===== config.mk =====
export PLATFORM = sky130hd
export DESIGN_NAME = acs_sequencer
export DESIGN_NICKNAME = d
export VERILOG_FILES = /design/src/rtl/acs_pkg.sv /design/src/rtl/acs_sequencer.sv
export VERILOG_INCLUDE_DIRS = /design/src /design/src/rtl
export SDC_FILE = /design/constraint.sdc
export NUM_CORES = 1
export LEC_CHECK = 0
export BUFFER_PORTS_ARGS = -buffer_cell sky130_fd_sc_hd__buf_2
export CAP_MARGIN = 20
export CORE_ASPECT_RATIO = 1.2
export CORE_MARGIN = 2
export CORE_UTILIZATION = 47
export CTS_BUF_LIST = sky130_fd_sc_hd__clkbuf_4
export CTS_CLUSTER_SIZE = 8
export DETAILED_ROUTE_END_ITERATION = 6
export PLACE_DENSITY = 0.67
export SYNTH_ARGS = -nofsm -noshare
export SYNTH_HDL_FRONTEND = slang
export SYNTH_SLANG_ARGS = --single-unit

===== constraint.sdc =====
create_clock -name sys_clk -period 7.14 [get_ports sys_clk]
set_input_delay 0.714 -clock sys_clk [delete_from_list [all_inputs] [get_ports sys_clk]]
set_output_delay 0.714 -clock sys_clk [all_outputs]
set_load 0.01 [all_outputs]

===== src/rtl/acs_consts.svh =====
// constants of the conversion sequencer: offsets, fields, trigger codes and timing
`ifndef ACS_CONSTS_SVH
`define ACS_CONSTS_SVH
`define ACS_OFF_CTRL 4'h0
`define ACS_OFF_CONFIG 4'h1
`define ACS_OFF_STATUS 4'h2
`define ACS_OFF_RESULT 4'h3
`define ACS_OFF_PREV 4'h4
`define ACS_OFF_ACC 4'h5
`define ACS_OFF_ERROR 4'h6
`define ACS_OFF_SETPT 4'h7
`define ACS_OFF_THRESH 4'h8
`define ACS_OFF_CHAN 4'h9
`define ACS_OFF_RESHI 4'hA
`define ACS_OFF_ERRHI 4'hB
`define ACS_CTRL_ON 0
`define ACS_CTRL_GO 1
`define ACS_CTRL_CONT 2
`define ACS_CTRL_CLKSEL 3
`define ACS_CTRL_PSIS 4
`define ACS_CTRL_DSEN 5
`define ACS_ST_DONE 0
`define ACS_ST_MATH 1
`define ACS_ST_THR 2
`define ACS_ST_BUSY 3
`define ACS_ST_PEND 4
`define ACS_ST_POWERED 5
`define ACS_CFG_TRIG_LSB 0
`define ACS_TRIG_OFF 5'h00
`define ACS_TRIG_CHAN_WR 5'h1F
`define ACS_TRIG_RESHI_RD 5'h1D
`define ACS_TRIG_ERRHI_RD 5'h1C
`define ACS_TRIG_LAST_HW 5'h17
`define ACS_CONV_BITS 10
`define ACS_TCY_NS 80
`define ACS_CLK_NS 20
`define ACS_RC_DELAY_CYC ((`ACS_TCY_NS + `ACS_CLK_NS - 1) / `ACS_CLK_NS)
`define ACS_BIT_CYC 4
`define ACS_MATH_CYC 2
`endif


===== src/rtl/acs_pkg.sv =====
// types of the conversion sequencer
package acs_pkg;
	typedef enum logic [4:0] {
		ACS_IDLE = 5'h01,
		ACS_DELAY = 5'h02,
		ACS_CONVERT = 5'h04,
		ACS_FINISH = 5'h08,
		ACS_MATH = 5'h10
	} acs_state_t;

	typedef struct packed {
		acs_state_t state;
		logic on;
		logic go;
		logic cont;
		logic clksel;
		logic psis;
		logic dsen;
		logic [4:0] trig_sel;
		logic [5:0] chan;
		logic done;
		logic math;
		logic thr;
		logic pend;
		logic powered;
		logic second;
		logic [9:0] result;
		logic [9:0] prev;
		logic [15:0] acc;
		logic [15:0] err;
		logic [9:0] setpt;
		logic [15:0] thresh;
		logic [9:0] shadow;
		logic [3:0] bitn;
		logic [2:0] tick;
		logic [2:0] trig_sync;
		logic trig_level;
		logic avs_wait;
		logic [31:0] rdata;
		logic busy_out;
		logic done_out;
		logic thr_out;
		logic wake;
	} acs_regs_t;
endpackage : acs_pkg


===== src/rtl/acs_sequencer.sv =====
// conversion sequencer of a 10-bit successive-approximation converter
//
// Local design decisions: the register addresses and register access over Avalon-MM.
`timescale 1ns/100ps
`default_nettype none
`include "acs_consts.svh"
module acs_sequencer (
	input wire logic sys_clk, // system clock, 50 MHz
	input wire logic reset, // asynchronous reset, active high
	input wire logic [3:0] avs_address, // register word index
	input wire logic avs_read, // read request
	input wire logic avs_write, // write request
	input wire logic [31:0] avs_writedata, // write data
	output logic [31:0] avs_readdata, // read data
	output logic avs_waitrequest, // stall
	input wire logic [23:1] trigger_sources, // hardware trigger sources by code
	input wire logic sleep_mode, // device is in sleep
	input wire logic interrupt_enable, // converter interrupt enable
	input wire logic [9:0] sample_value, // analog comparator result word
	output logic busy, // conversion in progress
	output logic conversion_done_flag, // copy of done flag
	output logic threshold_flag, // copy of threshold flag
	output logic wake_request // wake from sleep, one-cycle pulse
);
	acs_pkg::acs_regs_t r;
	acs_pkg::acs_regs_t next_r;
	logic wr_hit;
	logic rd_hit;
	logic trig_sel_src;
	logic trig_edge;
	logic sw_trig;
	logic rc_clk;
	logic can_run;
	logic [15:0] diff;

	assign wr_hit = avs_write && r.avs_wait;
	assign rd_hit = avs_read && r.avs_wait;
	assign rc_clk = r.clksel;
	// sleep stalls the system-clock converter only
	assign can_run = r.on && r.powered && (!sleep_mode || rc_clk);

	////////////////////////////////////////////////////////////////////////////////
	always_comb begin
		trig_sel_src = 1'b0;
		if (r.trig_sel != `ACS_TRIG_OFF && r.trig_sel <= `ACS_TRIG_LAST_HW) begin
			trig_sel_src = trigger_sources[r.trig_sel];
		end
	end
	// second and third stages agree high, last level was low
	assign trig_edge = r.trig_sync[2] && r.trig_sync[1] && !r.trig_level;
	always_comb begin
		sw_trig = 1'b0;
		case (r.trig_sel)
			`ACS_TRIG_CHAN_WR: sw_trig = wr_hit && avs_address == `ACS_OFF_CHAN;
			`ACS_TRIG_RESHI_RD: sw_trig = rd_hit && avs_address == `ACS_OFF_RESHI;
			`ACS_TRIG_ERRHI_RD: sw_trig = rd_hit && avs_address == `ACS_OFF_ERRHI;
			default: sw_trig = 1'b0;
		endcase
	end
	assign diff = 16'({6'h00, r.result}) - 16'({6'h00, r.setpt});

	////////////////////////////////////////////////////////////////////////////////
	always_comb begin
		next_r = r;
		next_r.trig_sync = {r.trig_sync[1:0], trig_sel_src};
		if (r.trig_sync[2] == r.trig_sync[1]) begin
			next_r.trig_level = r.trig_sync[1];
		end
		next_r.wake = 1'b0;
		// bus slave: one wait cycle, then answer
		next_r.avs_wait = 1'b1;
		if ((avs_read || avs_write) && r.avs_wait) begin
			next_r.avs_wait = 1'b0;
		end
		if (rd_hit) begin
			case (avs_address)
				`ACS_OFF_CTRL: next_r.rdata = {26'h0, r.dsen, r.psis, r.clksel, r.cont, r.go,
					r.on};
				`ACS_OFF_CONFIG: next_r.rdata = {27'h0, r.trig_sel};
				`ACS_OFF_STATUS: next_r.rdata = {26'h0, r.powered, r.pend,
					!r.state[0], r.thr, r.math, r.done};
				`ACS_OFF_RESULT: next_r.rdata = {22'h0, r.result};
				`ACS_OFF_PREV: next_r.rdata = {22'h0, r.prev};
				`ACS_OFF_ACC: next_r.rdata = {16'h0, r.acc};
				`ACS_OFF_ERROR: next_r.rdata = {16'h0, r.err};
				`ACS_OFF_SETPT: next_r.rdata = {22'h0, r.setpt};
				`ACS_OFF_THRESH: next_r.rdata = {16'h0, r.thresh};
				`ACS_OFF_CHAN: next_r.rdata = {26'h0, r.chan};
				`ACS_OFF_RESHI: next_r.rdata = {30'h0, r.result[9:8]};
				`ACS_OFF_ERRHI: next_r.rdata = {24'h0, r.err[15:8]};
				default: next_r.rdata = 32'h0;
			endcase
		end
		if (wr_hit) begin
			case (avs_address)
				`ACS_OFF_CTRL: begin
					next_r.on = avs_writedata[`ACS_CTRL_ON];
					// go only sets while already on
					next_r.go = avs_writedata[`ACS_CTRL_GO] && r.on;
					next_r.cont = avs_writedata[`ACS_CTRL_CONT];
					next_r.clksel = avs_writedata[`ACS_CTRL_CLKSEL];
					next_r.psis = avs_writedata[`ACS_CTRL_PSIS];
					next_r.dsen = avs_writedata[`ACS_CTRL_DSEN];
					if (avs_writedata[`ACS_CTRL_ON] && !r.on) begin
						next_r.powered = 1'b1;
					end
				end
				`ACS_OFF_CONFIG: next_r.trig_sel = avs_writedata[4:0];
				`ACS_OFF_STATUS: begin
					// write one to clear; software clears done, math and thr
					if (avs_writedata[`ACS_ST_DONE]) next_r.done = 1'b0;
					if (avs_writedata[`ACS_ST_MATH]) next_r.math = 1'b0;
					if (avs_writedata[`ACS_ST_THR]) next_r.thr = 1'b0;
				end
				`ACS_OFF_SETPT: next_r.setpt = avs_writedata[9:0];
				`ACS_OFF_THRESH: next_r.thresh = avs_writedata[15:0];
				`ACS_OFF_CHAN: next_r.chan = avs_writedata[5:0];
				default: next_r.chan = r.chan;
			endcase
		end
		if (!next_r.on) begin
			next_r.go = 1'b0;
		end
		// hardware triggers set go; held pending while sleep blocks the run
		if ((trig_edge || sw_trig) && r.on) begin
			if (sleep_mode && !rc_clk) begin
				next_r.pend = 1'b1;
			end else begin
				next_r.go = 1'b1;
				next_r.powered = 1'b1;
			end
		end
		// a trigger held through sleep also restores converter power
		if (r.pend && !sleep_mode && r.on) begin
			next_r.pend = 1'b0;
			next_r.go = 1'b1;
			next_r.powered = 1'b1;
		end
		case (r.state)
			acs_pkg::ACS_IDLE: begin
				if (r.go && can_run) begin
					next_r.tick = 3'h0;
					next_r.state = rc_clk ? acs_pkg::ACS_DELAY : acs_pkg::ACS_CONVERT;
					next_r.bitn = 4'h0;
				end
			end
			acs_pkg::ACS_DELAY: begin
				next_r.tick = r.tick + 3'h1;
				if (r.tick == 3'(`ACS_RC_DELAY_CYC - 1)) begin
					next_r.tick = 3'h0;
					next_r.state = acs_pkg::ACS_CONVERT;
				end
			end
			acs_pkg::ACS_CONVERT: begin
				next_r.tick = r.tick + 3'h1;
				if (r.tick == 3'(`ACS_BIT_CYC - 1)) begin
					next_r.tick = 3'h0;
					next_r.bitn = r.bitn + 4'h1;
					next_r.shadow = sample_value;
					if (r.bitn == 4'(`ACS_CONV_BITS - 1)) begin
						next_r.state = acs_pkg::ACS_FINISH;
					end
				end
			end
			acs_pkg::ACS_FINISH: begin
				if (!r.psis) next_r.prev = r.result;
				next_r.result = r.shadow;
				next_r.acc = r.acc + 16'({6'h00, r.shadow});
				next_r.done = 1'b1;
				next_r.math = 1'b1;
				if (!r.cont) next_r.go = 1'b0;
				next_r.second = r.dsen ? !r.second : 1'b0;
				next_r.tick = 3'h0;
				next_r.state = acs_pkg::ACS_MATH;
				if (sleep_mode) begin
					if (interrupt_enable) next_r.wake = 1'b1;
					else next_r.powered = 1'b0;
				end
			end
			acs_pkg::ACS_MATH: begin
				// math settles after the done flag
				next_r.tick = r.tick + 3'h1;
				if (r.tick == 3'(`ACS_MATH_CYC - 1)) begin
					if (!r.dsen || !r.second) begin
						next_r.err = diff;
						if ($signed(diff) >= $signed(r.thresh)) next_r.thr = 1'b1;
					end
					next_r.state = acs_pkg::ACS_IDLE;
				end
			end
			default: next_r.state = acs_pkg::ACS_IDLE;
		endcase
		// abort: partial word dropped, result untouched
		if (!r.on || ((r.state == acs_pkg::ACS_DELAY || r.state == acs_pkg::ACS_CONVERT)
			&& !next_r.go)) begin
			next_r.state = acs_pkg::ACS_IDLE;
		end
		next_r.busy_out = !next_r.state[0];
		next_r.done_out = next_r.done;
		next_r.thr_out = next_r.thr;
	end

	////////////////////////////////////////////////////////////////////////////////
	always_ff @(posedge sys_clk or posedge reset) begin
		if (reset) begin
			r <= '0;
			r.state <= acs_pkg::ACS_IDLE;
			r.avs_wait <= 1'b1;
		end else begin
			r <= next_r;
		end
	end

	assign avs_readdata = r.rdata;
	assign avs_waitrequest = r.avs_wait;
	assign busy = r.busy_out;
	assign conversion_done_flag = r.done_out;
	assign threshold_flag = r.thr_out;
	assign wake_request = r.wake;
endmodule : acs_sequencer
`default_nettype wire


==> results.json <==
{
  "routed_wire_length_per_instance_um": 17.6,
  "drt_pre_antenna_iters": 5,
  "worst_slew_pin_slew_ps": 948,
  "start_kind": "flop",
  "arrival_ps": 3890,
  "period_utilization_post_route": 0.483,
  "number_of_enable_flip_flop_cells_after_synthesis": 0,
  "die_w_um": 126,
  "std_cell_rows": 53,
  "dieArea_um2": 18800,
  "grt_util_overall": 0.226,
  "leakage_nw": 4.23,
  "hold_buffers": 0,
  "finalWeightedCongestion": 0.919,
  "hold_class": "in -> async",
  "initial_utilization": 0.478,
  "postCtsSetupBuffers": 0,
  "ys_async_sr_fraction": 1.00,
  "cts.htree.levels": 4,
  "clk_root_buffer_cell": "sky130_fd_sc_hd__clkbuf_4",
  "dr_vias": 6595,
  "drt-vias-per-instance": 5.62,
  "grt_first_pass_wirelength_um": 33300,
  "final_hold_viol_count": 0,
  "layout_min_cycle_time_ps": 3450,
  "cts-buffers-inserted": 17,
  "endpoint_kind": "flop",
  "drt_drc_violations_left": 0,
  "yosysUniqueCellTypes": 70,
  "summed_instance_area_of_the_synthesized_netlist_um2": 8340,
  "power.density_cell_area_nw_per_um2": 223,
  "status": "completed",
  "drt_first_iter_violations": 586,
  "busiest_layer": "met2",
  "fin_skew_ps": 15.5,
  "most-common-layout-cells": "sky130_fd_sc_hd__nand2_1, sky130_fd_sc_hd__dfrtp_1, sky130_fd_sc_hd__o21ai_0",
  "postSynthRegisterBits": 141,
  "port_buffers": 79,
  "tritoncts": "yes",
  "synth.top_cells.by_area": "sky130_fd_sc_hd__dfrtp_1, sky130_fd_sc_hd__nand2_1, sky130_fd_sc_hd__ha_1, sky130_fd_sc_hd__o21ai_0, sky130_fd_sc_hd__mux2_2",
  "clk-insertion-delay-late_ps": 560,
  "cts_repair_resize_count": 0,
  "multiInputGateArea_um2": 4270,
  "maxSlewHeadroom": 0.368,
  "crit_type": "reg -> reg",
  "postRouteWirelength_um": 20600,
  "layout-drive-gt1-share": 0.186,
  "final_common_cell": "sky130_fd_sc_hd__nand2_1",
  "tns_ps": 0,
  "synth_top_flop_cell": "sky130_fd_sc_hd__dfrtp_1",
  "fill_cells": 1651,
  "clock_tree.buffer_depth": 2,
  "synth_warnings": 0,
  "clock_pin_slew_on_the_worst_setup_and_hold_paths_ps": 120,
  "synthDominantCellAreaShare": 0.417,
  "timing.critical_path.required_ps": 7580,
  "place.detailed.hpwl_um": 15100,
  "netlist_instances": 893,
  "layout_stage_area_growth_over_the_synthesis_result_pct": 7.51,
  "die-height_um": 150,
  "ys_seq_area_frac": 0.423,
  "syn-mean-instance-area_um2": 9.34,
  "r2r_setup_slack_ps": 3690,
  "grt_antenna_before_repair": 1,
  "ios": 112,
  "grt_use_met2": 0.371,
  "max_freq_mhz": 290,
  "cts.sink_count": 141,
  "grt_setup_unrepaired": "no",
  "grt_pass1_vias": 6422,
  "drt.antenna.violating_nets": 0,
  "finalNetCount": 1059,
  "critPathMaxFanout": 6,
  "groute.layer.met1.usage": 0.294,
  "setup_viol": 0,
  "core_um2": 17400,
  "maximum_number_of_pins_on_one_net_before_global_route_repair": 77,
  "synth_largest_area_cell": "sky130_fd_sc_hd__dfrtp_1",
  "timing.max_cap.violations": 0,
  "maxSlewViolCount": 0,
  "worst_hold_slack_ps": 229,
  "register_area_um2": 3530,
  "groute.layer.met3.usage": 0.0433,
  "ir_drop_mv": 0.0973,
  "gr-total-overflow": 0
}
-- routing by layer --
metal / routed length, µm / part of all wire
met5: 0 / 0
met4: 519 / 0.025
met3: 1140 / 0.055
met2: 9970 / 0.48
met1: 9000 / 0.44
-- stage by stage --
stage / instances / worst slack [ps] / total power, mW / cell area [µm²] / util
6_report: 1173 / 3690 / 2.00 / 8970 / 0.514
5_1_grt: 1173 / 3390 / 2.12 / 8970 / 0.514
4_1_cts: 1171 / 3710 / 2.02 / 8960 / 0.514
3_5_place_dp: 1139 / 3740 / 1.51 / 8690 / 0.498
3_3_place_gp: 1139 / 3760 / 1.49 / 8690 / 0.498
2_1_floorplan: 908 / 2650 / 1.37 / 8400 / -
-- synthesized netlist by cell type (all sizes together) (3+ instances only) --
library cell / count
a211oi: 8
a21oi: 27
a22o: 17
a22oi: 12
a31oi: 6
a32oi: 7
and2: 6
and3: 7
buf: 52
clkbuf: 22
dfrtp: 139
ha: 43
inv: 45
mux2: 38
mux2i: 9
mux4: 8
nand2: 155
nand2b: 7
nand3: 13
nand3b: 3
nand4: 9
nor2: 54
nor2b: 13
nor3: 18
nor3b: 3
nor4: 4
o211ai: 3
o21a: 6
o21ai: 91
o21bai: 4
o22ai: 4
o31ai: 4
or4b: 3
xnor2: 12
xor2: 10
-- report_power, final --
part | internal, mW | total [mW] | switching [mW] | leakage [nW]
clock | 0.226 | 0.506 | 0.279 | 0.153
combinational | 0.225 | 0.503 | 0.277 | 2.30
sequential | 0.904 | 0.996 | 0.0925 | 1.78
-- kinds of logic (layout without fill, tap and decap cells) --
group	after synthesis	in the layout	synth area share
AND/OR/NAND/NOR	299	299	0.164
AO/OA/AOI/OAI	211	211	0.164
flip-flops	141	141	0.423
buffers and inverters	119	163	0.0727
multiplexers	55	55	0.0837
adder cells (fa/ha/maj)	45	45	0.0693
XOR/XNOR	22	22	0.0231
other	1	17	0.000449
-- registers in the layout, summed over array words and instances (netlist names) --
name / flops
r: 117
avs_readdata: 16
next_r: 2
avs_waitrequest: 1
busy: 1
conversion_done_flag: 1
rc_clk: 1
threshold_flag: 1
wake_request: 1
-- critical path, stage by stage (launching register included) --
cell and delay (ps):
sky130_fd_sc_hd__dfrtp_1 420, sky130_fd_sc_hd__ha_1 230, sky130_fd_sc_hd__fa_1 410, sky130_fd_sc_hd__nor2b_1 180, sky130_fd_sc_hd__o2111ai_1 170, sky130_fd_sc_hd__nand3_1 140, sky130_fd_sc_hd__a31oi_1 90, sky130_fd_sc_hd__nor2b_1 170
sky130_fd_sc_hd__nor2_1 150, sky130_fd_sc_hd__ha_1 350, sky130_fd_sc_hd__or4b_2 590, sky130_fd_sc_hd__a21oi_1 150, sky130_fd_sc_hd__o31ai_1 110, sky130_fd_sc_hd__nor2_1 100, sky130_fd_sc_hd__o2bb2ai_1 60
-- path summary, 6_finish.rpt --
check                      cells past startpoint         endpoint       start
max in group asynchronous                      3           r[122]       reset
min in group sys_clk                           2  avs_waitrequest    avs_read
max                                           14   threshold_flag       r[74]
max reg2reg                                   14   threshold_flag       r[74]
min                                            2       next_r[40]       reset
min reg2reg                                    0       next_r[40]  next_r[39]
-- final cells by class --
cell class / count / area share
multi-input cells: 648 / 0.476
flip-flops and latches: 141 / 0.394
repair buffers: 86 / 0.0503
well taps: 220 / 0.0307
inverters: 45 / 0.0194
clock buffers: 23 / 0.0192
clock inverters: 9 / 0.0106
diodes: 1 / 0.000279
Note: power is estimated with default switching activity, not from simulation.
